<file path="src/inc/rtca_defines.svh">
// Purpose: Offsets, field masks, field positions and reset values of the alarm set-point registers
// Assumes: Byte-wide registers on the control-bus register port
// Notes:   Masks clear reserved bits on read; writes keep only the field widths
`ifndef RTCA_DEFINES_SVH
`define RTCA_DEFINES_SVH

// ----------------------------------------------------------------
// Register offsets
// ----------------------------------------------------------------
`define RTCA_OFS_WEEK      8'h06
`define RTCA_OFS_ALM_SEC   8'h08
`define RTCA_OFS_ALM_MIN   8'h09
`define RTCA_OFS_ALM_HR    8'h0A
`define RTCA_OFS_ALM_DAY   8'h0B
`define RTCA_OFS_ALM_MON   8'h0C
`define RTCA_OFS_ALM_YR    8'h0D

// ----------------------------------------------------------------
// Writable-bit masks, reserved bits are zero
// ----------------------------------------------------------------
`define RTCA_MSK_WEEK      8'h07
`define RTCA_MSK_SEC       8'h7F
`define RTCA_MSK_MIN       8'h7F
`define RTCA_MSK_HR        8'hBF
`define RTCA_MSK_DAY       8'h3F
`define RTCA_MSK_MON       8'h1F
`define RTCA_MSK_YR        8'hFF

// ----------------------------------------------------------------
// Field positions and reset values
// ----------------------------------------------------------------
`define RTCA_POS_PM        7
`define RTCA_RST_ZERO      8'h00
`define RTCA_RST_DAY       8'h01
`define RTCA_RST_MON       8'h01

`endif

</file>
<file path="src/inc/rtca_pkg.sv">
// Purpose: Types shared by the alarm set-point block
// Assumes: Packed BCD digit fields
// Notes:   Time layout is identical for live time and alarm set-point
package rtca_pkg;

	// Calendar time as packed BCD, PM flag separate from hour digits
	typedef struct packed {
		logic [7:0] yr;
		logic [4:0] mon;
		logic [5:0] day;
		logic       pm;
		logic [5:0] hr;
		logic [6:0] min;
		logic [6:0] sec;
	} rtca_time_s;

	// One register access from the control-bus engine
	typedef struct packed {
		logic       wr;
		logic       rd;
		logic [7:0] addr;
		logic [7:0] wdata;
	} rtca_req_s;

endpackage : rtca_pkg

</file>
<file path="src/hw/rtca_alarm_cmp.sv">
// Purpose: Compares live calendar time against the alarm set-point
// Assumes: Live time comes from logic on clk_sys
// Notes:   Match is registered, one cycle behind its inputs
module rtca_alarm_cmp (
	input  wire logic                clk_sys,
	input  wire logic                rst_n,
	input  wire rtca_pkg::rtca_time_s live_time,
	input  wire rtca_pkg::rtca_time_s alarm_time,
	input  wire logic                twelve_hour_format,
	output logic                     match_q
);

	rtca_pkg::rtca_time_s live_m;
	rtca_pkg::rtca_time_s alarm_m;
	logic                 match_d;

	// ----------------------------------------------------------------
	// Mode-aware compare
	// ----------------------------------------------------------------
	// PM is ignored in 24-hour mode so a stale flag cannot block a match
	always_comb begin
		live_m     = live_time;
		alarm_m    = alarm_time;
		live_m.pm  = live_time.pm & twelve_hour_format;
		alarm_m.pm = alarm_time.pm & twelve_hour_format;
	end

	assign match_d = (live_m == alarm_m);

	// Registered to cut the wide compare path
	always_ff @(posedge clk_sys or negedge rst_n) begin
		if (!rst_n) begin
			match_q <= 1'b0;
		end else begin
			match_q <= match_d;
		end
	end

endmodule : rtca_alarm_cmp

</file>
<file path="src/hw/rtca_alarm_regs.sv">
// Purpose: Alarm set-point and weekday registers of the calendar clock
// Assumes: Register port driven by the control-bus engine on clk_sys
// Notes:   Read data valid one cycle after the read strobe
module rtca_alarm_regs (
	input  wire logic                clk_sys,
	input  wire logic                reset_n,
	input  wire rtca_pkg::rtca_req_s reg_req,
	input  wire rtca_pkg::rtca_time_s live_time,
	input  wire logic                twelve_hour_format,
	output logic [7:0]               rd_data_q,
	output logic                     rd_valid_q,
	output logic [2:0]               weekday_q,
	output logic                     alarm_hit_q
);

`include "rtca_defines.svh"

	logic                 rst_n_sync;
	logic [6:0]           sec_q;
	logic [6:0]           min_q;
	logic [5:0]           hr_q;
	logic                 pm_q;
	logic [5:0]           day_q;
	logic [4:0]           mon_q;
	logic [7:0]           yr_q;
	logic                 pm_d;
	logic                 match_q;
	logic                 match_d1_q;
	logic [7:0]           wmask;
	logic [7:0]           rd_mux;
	rtca_pkg::rtca_time_s alarm_time;
	logic                 a_week;
	logic                 a_sec;
	logic                 a_min;
	logic                 a_hr;
	logic                 a_day;
	logic                 a_mon;
	logic                 a_yr;
	logic                 a_any;

	// ----------------------------------------------------------------
	// Reset release
	// ----------------------------------------------------------------
	rtca_rst_sync u_rtca_rst_sync (
		.clk_sys    (clk_sys),
		.reset_n    (reset_n),
		.rst_n_sync (rst_n_sync)
	);

	// ----------------------------------------------------------------
	// Address decode
	// ----------------------------------------------------------------
	// Shared by the write enables and the read mux
	function automatic logic addr_is(input logic [7:0] addr, input logic [7:0] ofs);
		addr_is = (addr == ofs);
	endfunction : addr_is

	assign a_week = addr_is(reg_req.addr, `RTCA_OFS_WEEK);
	assign a_sec  = addr_is(reg_req.addr, `RTCA_OFS_ALM_SEC);
	assign a_min  = addr_is(reg_req.addr, `RTCA_OFS_ALM_MIN);
	assign a_hr   = addr_is(reg_req.addr, `RTCA_OFS_ALM_HR);
	assign a_day  = addr_is(reg_req.addr, `RTCA_OFS_ALM_DAY);
	assign a_mon  = addr_is(reg_req.addr, `RTCA_OFS_ALM_MON);
	assign a_yr   = addr_is(reg_req.addr, `RTCA_OFS_ALM_YR);
	assign a_any  = a_week | a_sec | a_min | a_hr | a_day | a_mon | a_yr;

	// Reserved bits never reach a flop, so they read back as zero
	assign wmask = ({8{a_week}} & `RTCA_MSK_WEEK)
	             | ({8{a_sec}}  & `RTCA_MSK_SEC)
	             | ({8{a_min}}  & `RTCA_MSK_MIN)
	             | ({8{a_hr}}   & `RTCA_MSK_HR)
	             | ({8{a_day}}  & `RTCA_MSK_DAY)
	             | ({8{a_mon}}  & `RTCA_MSK_MON)
	             | ({8{a_yr}}   & `RTCA_MSK_YR);

	// ----------------------------------------------------------------
	// PM flag next value
	// ----------------------------------------------------------------
	// Forced to zero in 24-hour mode, even when software writes a one
	assign pm_d = !twelve_hour_format ? 1'b0 :
	              (reg_req.wr && a_hr) ? reg_req.wdata[`RTCA_POS_PM] : pm_q;

	// ----------------------------------------------------------------
	// Set-point and weekday registers
	// ----------------------------------------------------------------
	// Range checks are left to software; digits are stored as written
	always_ff @(posedge clk_sys or negedge rst_n_sync) begin
		if (!rst_n_sync) begin
			weekday_q <= 3'h0;
			sec_q     <= 7'h00;
			min_q     <= 7'h00;
			hr_q      <= 6'h00;
			pm_q      <= 1'b0;
			day_q     <= 6'(`RTCA_RST_DAY);
			mon_q     <= 5'(`RTCA_RST_MON);
			yr_q      <= `RTCA_RST_ZERO;
		end else begin
			pm_q <= pm_d;
			if (reg_req.wr && a_week) begin
				weekday_q <= reg_req.wdata[2:0];
			end
			if (reg_req.wr && a_sec) begin
				sec_q <= reg_req.wdata[6:0];
			end
			if (reg_req.wr && a_min) begin
				min_q <= reg_req.wdata[6:0];
			end
			if (reg_req.wr && a_hr) begin
				hr_q <= reg_req.wdata[5:0];
			end
			if (reg_req.wr && a_day) begin
				day_q <= reg_req.wdata[5:0];
			end
			if (reg_req.wr && a_mon) begin
				mon_q <= reg_req.wdata[4:0];
			end
			if (reg_req.wr && a_yr) begin
				yr_q <= reg_req.wdata;
			end
		end
	end

	// ----------------------------------------------------------------
	// Read path
	// ----------------------------------------------------------------
	// Unmapped offsets read as zero; reserved bits are zero-filled
	assign rd_mux = (({8{a_week}} & {5'h00, weekday_q})
	              |  ({8{a_sec}}  & {1'b0, sec_q})
	              |  ({8{a_min}}  & {1'b0, min_q})
	              |  ({8{a_hr}}   & {pm_q, 1'b0, hr_q})
	              |  ({8{a_day}}  & {2'h0, day_q})
	              |  ({8{a_mon}}  & {3'h0, mon_q})
	              |  ({8{a_yr}}   & yr_q)) & wmask;

	// Data holds until the next read strobe
	always_ff @(posedge clk_sys or negedge rst_n_sync) begin
		if (!rst_n_sync) begin
			rd_data_q  <= 8'h00;
			rd_valid_q <= 1'b0;
		end else begin
			rd_valid_q <= reg_req.rd;
			if (reg_req.rd) begin
				rd_data_q <= rd_mux;
			end
		end
	end

	// ----------------------------------------------------------------
	// Alarm compare
	// ----------------------------------------------------------------
	always_comb begin
		alarm_time     = '0;
		alarm_time.yr  = yr_q;
		alarm_time.mon = mon_q;
		alarm_time.day = day_q;
		alarm_time.pm  = pm_q;
		alarm_time.hr  = hr_q;
		alarm_time.min = min_q;
		alarm_time.sec = sec_q;
	end

	rtca_alarm_cmp u_rtca_alarm_cmp (
		.clk_sys            (clk_sys),
		.rst_n              (rst_n_sync),
		.live_time          (live_time),
		.alarm_time         (alarm_time),
		.twelve_hour_format (twelve_hour_format),
		.match_q            (match_q)
	);

	// One pulse per match, so a held time does not refire every cycle
	always_ff @(posedge clk_sys or negedge rst_n_sync) begin
		if (!rst_n_sync) begin
			match_d1_q  <= 1'b0;
			alarm_hit_q <= 1'b0;
		end else begin
			match_d1_q  <= match_q;
			alarm_hit_q <= match_q & ~match_d1_q;
		end
	end
endmodule : rtca_alarm_regs

</file>
<file path="src/hw/rtca_rst_sync.sv">
// Purpose: Asynchronous assert, synchronous release of the block reset
// Assumes: reset_n may change at any time relative to clk_sys
// Notes:   Two flops, the second one feeds the design
module rtca_rst_sync (
	input  wire logic clk_sys,
	input  wire logic reset_n,
	output logic      rst_n_sync
);

	logic meta_q;

	// ----------------------------------------------------------------
	// Release chain
	// ----------------------------------------------------------------
	// Two stages keep release off a metastable edge
	always_ff @(posedge clk_sys or negedge reset_n) begin
		if (!reset_n) begin
			meta_q     <= 1'b0;
			rst_n_sync <= 1'b0;
		end else begin
			meta_q     <= 1'b1;
			rst_n_sync <= meta_q;
		end
	end

endmodule : rtca_rst_sync

</file>
<file path="config.mk">
export PLATFORM = sky130hd
export DESIGN_NAME = rtca_alarm_regs
export DESIGN_NICKNAME = d
export VERILOG_FILES = /design/src/inc/rtca_pkg.sv /design/src/hw/rtca_alarm_cmp.sv /design/src/hw/rtca_alarm_regs.sv /design/src/hw/rtca_rst_sync.sv
export VERILOG_INCLUDE_DIRS = /design/src /design/src/inc
export SDC_FILE = /design/constraint.sdc
export NUM_CORES = 1
export LEC_CHECK = 0
export ABC_AREA = 1
export BUFFER_PORTS_ARGS = -buffer_cell sky130_fd_sc_hd__buf_2
export CAP_MARGIN = 20
export CORE_UTILIZATION = 29
export DETAILED_ROUTE_END_ITERATION = 12
export PLACE_DENSITY_LB_ADDON = 0.1
export REMOVE_ABC_BUFFERS = 1
export SLEW_MARGIN = 20
export SYNTH_ARGS = -nofsm -noshare
export SYNTH_HDL_FRONTEND = slang
export SYNTH_SLANG_ARGS = --single-unit
</file>
<file path="constraint.sdc">
create_clock -name clk_sys -period 1.7 [get_ports clk_sys]
set_input_delay 0.255 -clock clk_sys [delete_from_list [all_inputs] [get_ports clk_sys]]
set_output_delay 0.255 -clock clk_sys [all_outputs]
set_load 0.005 [all_outputs]
</file>
* Yosys cells after proc, flatten, opt, wreduce, memory -nomap -nowiden
Index checks and enable logic that the tools add are counted.
Word-level totals: word-level logic and storage cells 57, register bits after elaboration 57, input bits 61
Operators by class: equality and inequality tests 9, bitwise gates (word level) 24, mux-type cells 2, reductions and logical operators 7
Operators by type and width (number):
- $or A8 B8 Y8 | 7
- $eq A8 B4 Y1 const B | 6
- $eq A40 B40 Y1 | 1
- $and A8 B8 Y8 | 3
- $and A8 B7 Y8 | 2
- $and A8 B3 Y8 | 1
- $and A8 B5 Y8 | 1
- $and A8 B6 Y8 | 1
- $eq A8 B3 Y1 const B | 1
- $or A7 B8 Y8 | 1
- $or A8 B5 Y8 | 1
- $or A8 B6 Y8 | 1
- $logic_and A1 B1 Y1 | 7
- $or A3 B7 Y7 | 1
- $or A7 B7 Y7 | 1
- $and A1 B1 Y1 | 3
- $mux W1 | 2
- $ne A2 B1 Y1 const B | 1
- $not A1 Y1 | 1

* Longest topological paths before layout
Gate-level depths: netlist of run 1.
depth after elaboration 9, mapped depth 11, mapped depth without buffers 9

* Hierarchy
From an unflattened synthesis of run 1, not the netlist that was laid out.
Second synthesis, totals: cells, all modules 408, area total of the unflattened synthesis 3288.2 µm²
By module, submodules not included:
- rtca_alarm_regs | cells each 299, sequential area each 1353.8 µm², times used 1, area each 2647.5 µm²
- rtca_alarm_cmp | cells each 106, sequential area each 25.0 µm², times used 1, area each 586.8 µm²
- rtca_rst_sync | cells each 3, sequential area each 50.0 µm², times used 1, area each 53.8 µm²

* Least setup slack after synthesis of run 1
OpenSTA, ideal clock, no wires.
kind input to register, start in reg_req[12] in the netlist's numbering, end reg weekday_q[2], required time 1.574 ns, library setup time 0.126 ns, slack 0.540 ns, stages 8, arrival time 1.034 ns, path through inv_2 > nand2_2 > nor2_8 > buf_6 > buf_6 > nand3_2 > nand2_1 > o21ai_1
Between the ends: longest elaborated chain between the ends 2
RTL lines:
- from (decl) | line rtca_alarm_regs.sv:7 | input wire rtca_pkg::rtca_req_s reg_req,
- $eq A8 B3 Y1 | line rtca_alarm_regs.sv:55 | addr_is = (addr == ofs);
- $logic_and A1 B1 Y1 | line rtca_alarm_regs.sv:99 | if (reg_req.wr && a_week) begin
- to (signal assigned) | line rtca_alarm_regs.sv:100 | weekday_q <= reg_req.wdata[2:0];
- to (decl) | line rtca_alarm_regs.sv:12 | output logic [2:0] weekday_q,
Every way passes these cells. A chain may end at the register's enable or synchronous reset.

* Worst setup path in the final report of run 1
start reg hr_q[0], end reg u_rtca_alarm_cmp.match_q
Between the ends: longest elaborated chain between the ends 1
RTL lines:
- from (decl) | line rtca_alarm_regs.sv:21 | logic [5:0] hr_q;
- from (signal assigned) | line rtca_alarm_regs.sv:109 | hr_q <= reg_req.wdata[5:0];
- $eq A40 B40 Y1 | line rtca_alarm_cmp.sv:28 | assign match_d = (live_m == alarm_m);
- via u_rtca_alarm_cmp.match_d | line rtca_alarm_cmp.sv:15 | logic match_d;
- to (signal assigned) | line rtca_alarm_cmp.sv:35 | match_q <= match_d;
- to (decl) | line rtca_alarm_cmp.sv:10 | output logic match_q
The timed path passes the listed nets, and every way through them passes these cells.

==> results of run 1 <==
[through the flow]
stage          instances  power (mW)  instance area, um2  setup TNS, ps
4_1_cts              625        3.56                4020              0
3_3_place_gp         608        1.94                3770              0
5_1_grt              625        3.66                4020              0
2_1_floorplan        388        1.74                3150          -48.4
6_report             625        3.50                4020              0
3_5_place_dp         608        1.95                3770              0
[final cells by class]
cell class	count	area (um2)
fill	1171	6870
multi-input combinational	292	1570
sequential	57	1430
timing repair buffer	81	453
tap	140	175
inverter	39	146
clock buffer	11	141
clock inverter	5	103
[metal layers]
layer | vias to the layer above | part of all wire | track usage | routed length (um)
met5 | - | 0 | 0 | 0
met4 | 0 | 0.013 | 0.0607 | 124
met3 | 8 | 0.038 | 0.0345 | 350
met2 | 56 | 0.47 | 0.273 | 4380
met1 | 1311 | 0.47 | 0.227 | 4370
li1 | 1427 | - | - | -
[critical path, stage by stage (launching register included)]
cell	delay, ps
sky130_fd_sc_hd__dfrtp_1	440
sky130_fd_sc_hd__xnor2_1	170
sky130_fd_sc_hd__nand2_1	60
sky130_fd_sc_hd__nor2_1	100
sky130_fd_sc_hd__nand2_1	50
sky130_fd_sc_hd__nor2_1	230
sky130_fd_sc_hd__nand2_1	80
sky130_fd_sc_hd__nor2_1	90
[sequential cells by signal (all words and copies together) (netlist names)]
signal and count:
u_rtca_alarm_cmp.match_q 1, u_rtca_rst_sync.meta_q 1, sec_q 7, min_q 7, pm_q 1, rd_data_q 8, hr_q 6, alarm_hit_q 1
u_rtca_rst_sync.rst_n_sync 1, rd_valid_q 1, day_q 6, weekday_q 3, match_d1_q 1, mon_q 5, yr_q 8
[synthesized netlist by cell type (2+ instances only)]
| library cell | count | area [um2] |
|---|---|---|
| sky130_fd_sc_hd__nand3_2 | 3 | 30.0 |
| sky130_fd_sc_hd__buf_6 | 7 | 78.8 |
| sky130_fd_sc_hd__dfstp_2 | 2 | 52.6 |
| sky130_fd_sc_hd__a21oi_2 | 2 | 17.5 |
| sky130_fd_sc_hd__inv_2 | 7 | 26.3 |
| sky130_fd_sc_hd__nor2_8 | 2 | 40.0 |
| sky130_fd_sc_hd__o21a_1 | 7 | 52.6 |
| sky130_fd_sc_hd__dfrtp_1 | 55 | 1380 |
| sky130_fd_sc_hd__nand2_4 | 2 | 22.5 |
| sky130_fd_sc_hd__nor2_2 | 2 | 12.5 |
| sky130_fd_sc_hd__inv_1 | 32 | 120 |
| sky130_fd_sc_hd__nand3_1 | 36 | 180 |
| sky130_fd_sc_hd__xor2_1 | 5 | 43.8 |
| sky130_fd_sc_hd__o21ai_1 | 27 | 135 |
| sky130_fd_sc_hd__nand4_1 | 4 | 25.0 |
| sky130_fd_sc_hd__nand2_1 | 107 | 402 |
| sky130_fd_sc_hd__a21oi_1 | 2 | 10.0 |
| sky130_fd_sc_hd__xnor2_1 | 28 | 245 |
| sky130_fd_sc_hd__o21ai_2 | 7 | 61.3 |
| sky130_fd_sc_hd__nand2_2 | 6 | 37.5 |
| sky130_fd_sc_hd__nor2_1 | 37 | 139 |
| sky130_fd_sc_hd__nor2_4 | 5 | 56.3 |
| sky130_fd_sc_hd__o21ai_0 | 7 | 35.0 |
[how the worst max path moves through the flow]
stage                                    start                        to  slack (ps)  depth (start not counted)
floorplan           u_rtca_rst_sync.rst_n_sync               alarm_hit_q        -0.9                          0
global placement                   reg_req[12]                   yr_q[2]         170                          9
detailed placement                 reg_req[12]                   yr_q[3]         150                          9
CTS                                    hr_q[0]  u_rtca_alarm_cmp.match_q         420                          7
global route                          sec_q[1]  u_rtca_alarm_cmp.match_q         330                          7
finish                                 hr_q[0]  u_rtca_alarm_cmp.match_q         410                          7
[placed cells by master, fill, tap and decap left out, types with 3 or more instances in the layout]
cell type	instances
sky130_fd_sc_hd__buf_2	73
sky130_fd_sc_hd__xnor2_1	28
sky130_fd_sc_hd__nand2_2	6
sky130_fd_sc_hd__o21ai_0	7
sky130_fd_sc_hd__clkbuf_8	10
sky130_fd_sc_hd__nor2_1	37
sky130_fd_sc_hd__inv_1	32
sky130_fd_sc_hd__inv_2	7
sky130_fd_sc_hd__nor2_4	5
sky130_fd_sc_hd__buf_4	5
sky130_fd_sc_hd__xor2_1	5
sky130_fd_sc_hd__o21ai_1	27
sky130_fd_sc_hd__o21ai_2	7
sky130_fd_sc_hd__o21a_1	7
sky130_fd_sc_hd__bufinv_16	3
sky130_fd_sc_hd__dfrtp_1	54
sky130_fd_sc_hd__nand3_2	3
sky130_fd_sc_hd__nand4_1	4
sky130_fd_sc_hd__nand3_1	36
sky130_fd_sc_hd__nand2_1	107
[cells by family (layout without fill, tap and decap cells)]
family                    Yosys count  after routing
AOI/OAI and AO/OA                  53             53
and+or+nand+nor                   205            205
DFF                                57             57
buffers and inverters              49            136
other                               1              1
xor gates and xnor gates           33             33
[what timing repair did]
| item | in CTS | in global routing |
|---|---|---|
| setup buffers | 0 | 0 |
| hold buffers | 1 | 0 |
| hold endpoints to repair | 2 | 0 |
[power by group]
| part | total, mW | internal, mW | switching, mW |
|---|---|---|---|
| logic | 0.408 | 0.186 | 0.222 |
| clock network | 1.58 | 1.01 | 0.568 |
| registers | 1.51 | 1.43 | 0.0802 |
| total | 3.50 | 2.63 | 0.870 |
==> run metrics, run 1 <==
count of standard-cell rows 38; Area Growth Syn to Fin 24.0%; largest fanout on the critical path 3; fraction of registers with async set/reset 1.00; core occupancy in the finished layout 0.369; Register-to-Register Setup Slack between 400 and 500 ps; number of endpoints failing setup at the final stage 0; number of maximum-capacitance violations 0; height of the chip approximately 110 um; die width ~110 um; CTS tree built; H-tree lvl count 3; number of iterations in the first detailed-routing pass 4; post-synthesis adder-cell area fraction 0; Sink Count 57; total overflow reported by the global router 0; Post-Synth XOR/XNOR Area 0.0891; net total in the final layout ~540; synthesis-stage register bit count 57; via/cell ratio 4.48; total routing resource utilization after global routing 0.171; Routability Congestion just over 0.8; final HPWL from detailed placement between 7000 and 8000 um; final-report hold violation count 0; cell area power density 870 nW/um2; remaining routing DRC violations 0; Clock Tree Root sky130_fd_sc_hd__clkbuf_8; Leak about 2 nW; gate count of the mapped netlist around 400; Post-Syn Area per Cell about 8.1 um2; area of the placeable core ~11000 um2; Data required, critical path 1980 ps; Worst Hold Launch reg_req[0]; pin count of the biggest net entering global routing 39; clock-pin slew on the worst setup and hold paths around 70 ps; worst IR drop on VDD approximately 430 uV; Yosys warnings 0; I/O pin total between 70 and 80; starting density of the core 0.298; crit path capture type flip-flop; dominant combinational cell family by area after synthesis simple AND/OR/NAND/NOR gates; complex-gate fraction of the synthesized area 0.0980; RSZ-0062 raised after global routing no; Routed WL per cell 14.8 um; via total after detailed routing roughly 2800; DIE AREA around 12000 um2; cts repair resizes 0; FF-to-FF Start hr_q[0]; mapped cell area between 3000 and 4000 um2; Post-Route Skew between 7 and 8 ps; final worst slack 409 ps; antenna cell count 0; Reg-to-Reg End u_rtca_alarm_cmp.match_q; Most used DFF post-synth sky130_fd_sc_hd__dfrtp_1; share of the clock period used by the worst path 0.759; Distinct cells, synth 29; fraction of the yosys area taken by sequential cells 0.441; CTS buffer count 9; worst slack at placement approximately 150 ps; number of antenna violations at the first check in global routing 0; wire length of the first global-routing pass ~14000 um; status finished, final reports clean; max frequency 775 MHz; Skew-Pair Late Insertion Delay 340 ps; count of cells along the worst register-to-register path 7; nature of the critical path startpoint flip-flop; data arrival time of the critical path between 1500 and 2000 ps; vias in the first global route about 2600; final hold slack 140 ps; residual antenna-violating net count after detailed routing 0; worst hold path stage count 3; Final Max Tran Viols 0; number of flops mapped to enable cells by yosys 0; Min-Delay Endpoint day_q[0]; Max Root-Sink Buffers 2; iteration-0 DRC count of the detailed router around 130; Simple-Gate Fraction of Synth Area 0.297; fraction of final layout cells sized beyond drive strength 1 0.278; critical path start-end classification reg2reg; Period minus WS final ~1300 ps; final routed wirelength across all metal layers 9220 um; Port Buf Inserts 73; worst min-delay path category in2reg; fraction of synthesized area in multiplexers 0
No activity file was read; power rests on OpenSTA's default activity.
==> inputs of run 2 (changes only) <==
Settings changed: ABC_AREA 1 to 0.
Clock period 1.7 ns to 1.2 ns, I/O delays scaled along.
==> run 2 against run 1 <==
The run now ends with negative setup slack left. Combinational power rose by 72%. Non-clock buffer count rose by 58. Die area decreased by 8.8%. Sequential share of layout area decreased by 3.3 points. Sequential cell count unchanged. Total power is 35% higher. Final area grew 10%. Cell count down 17%. Sequential power increased by 37%. Worst hold slack lost 35 ps. Critical path type is now in2reg. Largest cell class unchanged. Highest routed layer unchanged.
==> run metrics, run 2 <==
height of the chip 103 um; mapped cell area about 3000 um2; via/cell ratio ~4.7; largest fanout on the critical path 6; Worst Hold Launch twelve_hour_format; final worst slack -253 ps; number of placed cells counting well taps around 490; FILL cells between 900 and 1000; via total after detailed routing approximately 2400; top cells by area in the synthesized netlist sky130_fd_sc_hd__dfrtp_1 (47%), sky130_fd_sc_hd__mux2_2 (17%), sky130_fd_sc_hd__xor2_1 (12%); crit path capture type flip-flop; Design Area, Final around 4400 um2; top library cells by usage in the layout, fill and taps aside sky130_fd_sc_hd__buf_2 (71), sky130_fd_sc_hd__dfrtp_1 (54), sky130_fd_sc_hd__buf_4 (51), sky130_fd_sc_hd__mux2_2 (41), sky130_fd_sc_hd__xor2_1 (40); worst min-delay path category in2reg; Most used DFF post-synth sky130_fd_sc_hd__dfrtp_1; fraction of registers with async set/reset 1.00; wire length of the first global-routing pass 14000 um; library cell occupying the most area in the post-synthesis netlist sky130_fd_sc_hd__dfrtp_1; RSZ-0062 raised after global routing yes; core occupancy in the finished layout 0.451; Leak between 2 and 2.5 nW; largest registers rd_data_q x8, yr_q x8; I/O pin total 74; iteration-0 DRC count of the detailed router 45; Multi-input gate area roughly 1600 um2; number of maximum-capacitance violations 0; Data required, critical path between 1000 and 1500 ps; most numerous cell in the Yosys netlist sky130_fd_sc_hd__dfrtp_1; FF-to-FF Start hr_q[1]; vias in the first global route roughly 2500; H-tree lvl count 3; Routed WL per cell 17.6 um; residual antenna-violating net count after detailed routing 0; Sink Count between 50 and 60; max frequency slightly below 700 MHz; final HPWL from detailed placement 6810 um; clock-pin slew on the worst setup and hold paths roughly 70 ps; Post-Route Setup TNS -6620 ps; Area Growth Syn to Fin 50.0%; CTS tree built; launching element of the worst setup path reg_req[13]; number of iterations in the first detailed-routing pass 4; Post-Syn Area per Cell 12.5 um2; cell area reported after detailed placement 3920 um2; share of the clock period used by the worst path 1.21; Distinct cells, synth 37; nature of the critical path startpoint input port; synthesis-stage register bit count 57; Port Buf Inserts 73; most frequent cells after synthesis sky130_fd_sc_hd__dfrtp_1 (55), sky130_fd_sc_hd__mux2_2 (44), sky130_fd_sc_hd__xor2_1 (40), sky130_fd_sc_hd__nor4_1 (10), sky130_fd_sc_hd__nor2_1 (7); Tot Pwr roughly 4.7 mW; Register-to-Register Setup Slack -200 ps; final routed wirelength across all metal layers 9120 um; net total in the final layout about 440; fraction of the yosys area taken by sequential cells 0.484; critical path start-end classification in2reg; final-report hold violation count 0; Clock Tree Root sky130_fd_sc_hd__clkbuf_8; area of the placeable core 9820 um2; number of flops mapped to enable cells by yosys 0; data arrival time of the critical path 1670 ps; gate count of the mapped netlist roughly 240; number of antenna violations at the first check in global routing 0; starting density of the core 0.301; worst IR drop on VDD roughly 450 uV; commonest non-fill, non-tap cell in the layout sky130_fd_sc_hd__buf_2; DIE AREA ~11000 um2; antenna cell count 0; Period minus WS final approximately 1500 ps; total overflow reported by the global router 0; cell area power density approximately 1100 nW/um2; die width just over 100 um; share of the synthesized area in the top cell type 0.466; area used by sequential logic in the layout 1430 um2; count of standard-cell rows 36; Routability Congestion around 0.8; total routing resource utilization after global routing 0.187; CTS buffer count 9; Max Root-Sink Buffers 2; fraction of final layout cells sized beyond drive strength 1 0.590; failing checks negative setup slack; number of endpoints failing setup at the final stage 38; pin count of the biggest net entering global routing 56; remaining routing DRC violations 0; non-filler cells in the finished layout about 520; status complete, but fails checks; Post-Route Skew 9.76 ps; Final Max Tran Viols 0; Yosys warnings 0; Skew-Pair Late Insertion Delay approximately 330 ps
[run 2: cell count changes after synthesis, moves of 10 or more]
| cell | change |
|---|---|
| sky130_fd_sc_hd__nand3_1 | -32 |
| sky130_fd_sc_hd__nor2_1 | -30 |
| sky130_fd_sc_hd__nor4_1 | +10 |
| sky130_fd_sc_hd__nand2_1 | -103 |
| sky130_fd_sc_hd__xnor2_1 | -28 |
| sky130_fd_sc_hd__o21ai_1 | -27 |
| sky130_fd_sc_hd__mux2_2 | +44 |
| sky130_fd_sc_hd__inv_1 | -28 |
| sky130_fd_sc_hd__xor2_1 | +35 |
[run 2: worst paths after layout]
check	cells past startpoint	to
worst max-delay path	6	day_q[5]
min in group asynchronous	2	u_rtca_rst_sync.rst_n_sync
worst max register to register	4	rd_data_q[1]
worst min-delay path	3	pm_q
worst min register to register	1	yr_q[5]
max in group asynchronous	1	day_q[0]
[run 2: stage by stage]
step	hold WS, ps	setup slack (ps)
3_5_place_dp	-33.2	-662
3_3_place_gp	-35.0	-634
5_1_grt	102	-286
2_1_floorplan	-116	-501
4_1_cts	89.8	-267
6_report	105	-253
[run 2: cell type report]
type / instances / area share
Sequential cell: 57 / 0.323
Tap cell: 133 / 0.0376
Clock inverter: 2 / 0.00791
Timing Repair Buffer: 139 / 0.216
Clock buffer: 14 / 0.0412
Inverter: 4 / 0.00339
Multi-Input combinational cell: 169 / 0.371
[run 2: where the power goes]
part / internal, mW / leakage, nW / switching (mW)
sequential: 2.01 / 0.768 / 0.0672
combinational: 0.371 / 1.37 / 0.331
clock: 1.18 / 0.113 / 0.775
[run 2: cell families after synthesis]
family          after synthesis  synth area share
flops                        57             0.484
mux                          53             0.215
simple gates                 49             0.106
xor+xnor                     40             0.119
compound gates               26            0.0614
buf+inv                      10            0.0131
other cells                   1           0.00127
[run 2: critical path, stage by stage]
cell	delay, ps
sky130_fd_sc_hd__buf_6	90
sky130_fd_sc_hd__or4_4	560
sky130_fd_sc_hd__nor3_4	230
sky130_fd_sc_hd__buf_6	150
sky130_fd_sc_hd__nand4_4	130
sky130_fd_sc_hd__mux2_2	310
[run 2: repair_timing]
action | CTS | global route
pin swaps | 11 | 11
cloned | 0 | 0
hold endpoints to repair | 2 | 0
hold buffers | 1 | 0
setup buffers | 7 | 5
gates resized for setup | 27 | 16
setup endpoints to repair | 43 | 46
[run 2: layer usage]
metal	vias to the layer above	part of all wire	global-route usage	routed length [um]
li1	1162	-	-	-
met4	0	0.011	0.0650	104
met3	10	0.028	0.0271	251
met5	-	0	0	0
met1	1195	0.48	0.261	4370
met2	52	0.48	0.299	4400
==> inputs of run 3 (changes only) <==
Settings changed: BUFFER_PORTS_ARGS -buffer_cell sky130_fd_sc_hd__buf_2 to not set, CELL_PAD_IN_SITES_DETAIL_PLACEMENT set to 1, CELL_PAD_IN_SITES_GLOBAL_PLACEMENT set to 1, DONT_BUFFER_PORTS set to 1.
==> run 3 against run 2 <==
The flow finishes with violations (negative hold slack, negative setup slack). Routed wire length is 4.1% higher. Cell count is 15% lower. Sequential share of layout area is 4.3 points higher. Count of clock-buffer cells in the layout is 2 lower. Setup slack worse by 13 ps. Core utilization is 5.4 points lower. Non-clock buffer count is 80 lower. Critical path depth is 2 lower. Fmax is 0.88% lower. Combinational power is 31% lower. Final area is 12% lower.
==> run metrics, run 3 (synthesized netlist as in run 2, its figures left out) <==
RSZ-0062 raised after global routing yes; Port Buf Inserts 0; CTS tree built; I/O pin total 74; worst min-delay path category in2reg; Routed WL per cell 21.7 um; slew at the pin with the worst max-slew slack 521 ps; Data required, critical path approximately 1400 ps; count of cells along the worst register-to-register path 4; area of the placeable core slightly below 10000 um2; final HPWL from detailed placement 6960 um; iteration-0 DRC count of the detailed router 46; total routing resource utilization after global routing 0.194; share of total power consumed by net switching 0.264; fraction of final layout cells sized beyond drive strength 1 0.433; share of the clock period used by the worst path 1.22; max frequency ~680 MHz; via/cell ratio between 4 and 5; Routability Congestion about 0.76; cell area power density ~1100 nW/um2; starting density of the core 0.301; Max Root-Sink Buffers 2; final-report hold violation count 2; Design Area, Final between 3000 and 4000 um2; worst hold path stage count 2; Post-Route Skew slightly below 10 ps; Switching Power between 1 and 1.5 mW; top library cells by usage in the layout, fill and taps aside sky130_fd_sc_hd__dfrtp_1 (54), sky130_fd_sc_hd__mux2_2 (43), sky130_fd_sc_hd__xor2_1 (40), sky130_fd_sc_hd__buf_4 (38), sky130_fd_sc_hd__dlygate4sd3_1 (11); Max transition margin 0.652; Final Max Tran Viols 0; number of endpoints failing setup at the final stage 32; residual antenna-violating net count after detailed routing 0; Clock Tree Root sky130_fd_sc_hd__clkbuf_8; remaining routing DRC violations 0; critical path start-end classification reg2reg; crit path capture type flip-flop; number of maximum-capacitance violations 0; wire length of the first global-routing pass between 10000 and 15000 um; final hold slack -9.86 ps; DIE AREA 10600 um2; vias in the first global route 2334; Period minus WS final 1470 ps; sequential cell fraction of total power 0.500; cell area reported after detailed placement roughly 3500 um2; antenna cell count 0; combinational group share of total power 0.117; clock network fraction of design power 0.383; worst IR drop on VDD 432 uV; final worst slack -266 ps; total overflow reported by the global router 0; Area Growth Syn to Fin 32.2%; Post-Route Setup TNS -3090 ps; count of standard-cell rows 36; number of antenna violations at the first check in global routing 0; die width slightly above 100 um; data arrival time of the critical path between 1500 and 2000 ps; nature of the critical path startpoint flip-flop; CTS buffer count 9; number of iterations in the first detailed-routing pass 4; Sink Count 57; via total after detailed routing around 2200; status complete, but fails checks; Skew-Pair Late Insertion Delay around 340 ps; cell internal pwr between 3 and 4 mW; clock-pin slew on the worst setup and hold paths 70 ps; largest registers rd_data_q x8, yr_q x8; largest fanout on the critical path 2; Leak 1.87 nW; failing checks negative hold slack, negative setup slack; commonest non-fill, non-tap cell in the layout sky130_fd_sc_hd__dfrtp_1; final routed wirelength across all metal layers 9500 um; H-tree lvl count 3; height of the chip 103 um; pin count of the biggest net entering global routing 25; net total in the final layout between 300 and 400
-- run 3: per-stage QoR --
step / setup WS [ps] / utilization / cells / power (mW)
after detailed placement: -542 / 0.352 / 407 / 2.52
final: -266 / 0.398 / 438 / 4.17
after global routing: -309 / 0.398 / 438 / 4.37
after floorplan: -501 / - / 230 / 2.34
after CTS: -251 / 0.393 / 438 / 4.21
after global placement: -516 / 0.352 / 407 / 2.52
-- run 3: power by group through the flow --
stage | Combinational, mW | Sequential, mW | Clock [mW]
floorplan | 0.216 | 2.12 | 0
global placement | 0.399 | 2.12 | 0
detailed placement | 0.402 | 2.12 | 0
CTS | 0.475 | 2.09 | 1.64
global route | 0.537 | 2.10 | 1.74
finish | 0.486 | 2.09 | 1.60
-- run 3: layout make-up --
| type | count | area, um2 |
|---|---|---|
| sequential | 57 | 1430 |
| inverter | 4 | 15.0 |
| clock inverter | 4 | 20.0 |
| timing repair buffer | 59 | 526 |
| fill | 1109 | 5920 |
| clock buffer | 12 | 145 |
| tap | 133 | 166 |
| multi-input combinational | 169 | 1600 |
-- run 3: path summary, 6_finish.rpt --
check	start	to	slack (ps)
max	min_q[4]	rd_data_q[4]	-270
min	twelve_hour_format	pm_q	-10
max reg2reg	min_q[4]	rd_data_q[4]	-270
min reg2reg	u_rtca_rst_sync.rst_n_sync	hr_q[5]	190
max in group asynchronous	u_rtca_rst_sync.rst_n_sync	yr_q[7]	540
min in group asynchronous	reset_n	u_rtca_rst_sync.rst_n_sync	70
-- run 3: per-layer routing --
layer	track usage	part of all wire	up-vias
li1	-	-	1004
met3	0.0393	0.037	11
met1	0.264	0.47	1096
met4	0.0715	0.014	0
met2	0.305	0.48	48
met5	0	0	-
-- run 3: worst max-delay path: stages, from the launching register on --
cell	delay, ps
sky130_fd_sc_hd__dfrtp_1	400
sky130_fd_sc_hd__buf_4	150
sky130_fd_sc_hd__mux4_2	490
sky130_fd_sc_hd__a32oi_2	200
sky130_fd_sc_hd__a21oi_1	90
-- run 3: what timing repair did --
| item | CTS | global route |
|---|---|---|
| hold buffers | 11 | 1 |
| endpoints found under the setup margin | 32 | 42 |
| pin swaps | 12 | 3 |
| buffers inserted | 4 | 0 |
| gates resized for setup | 20 | 10 |
| cloned | 0 | 0 |
| hold endpoints to repair | 53 | 8 |
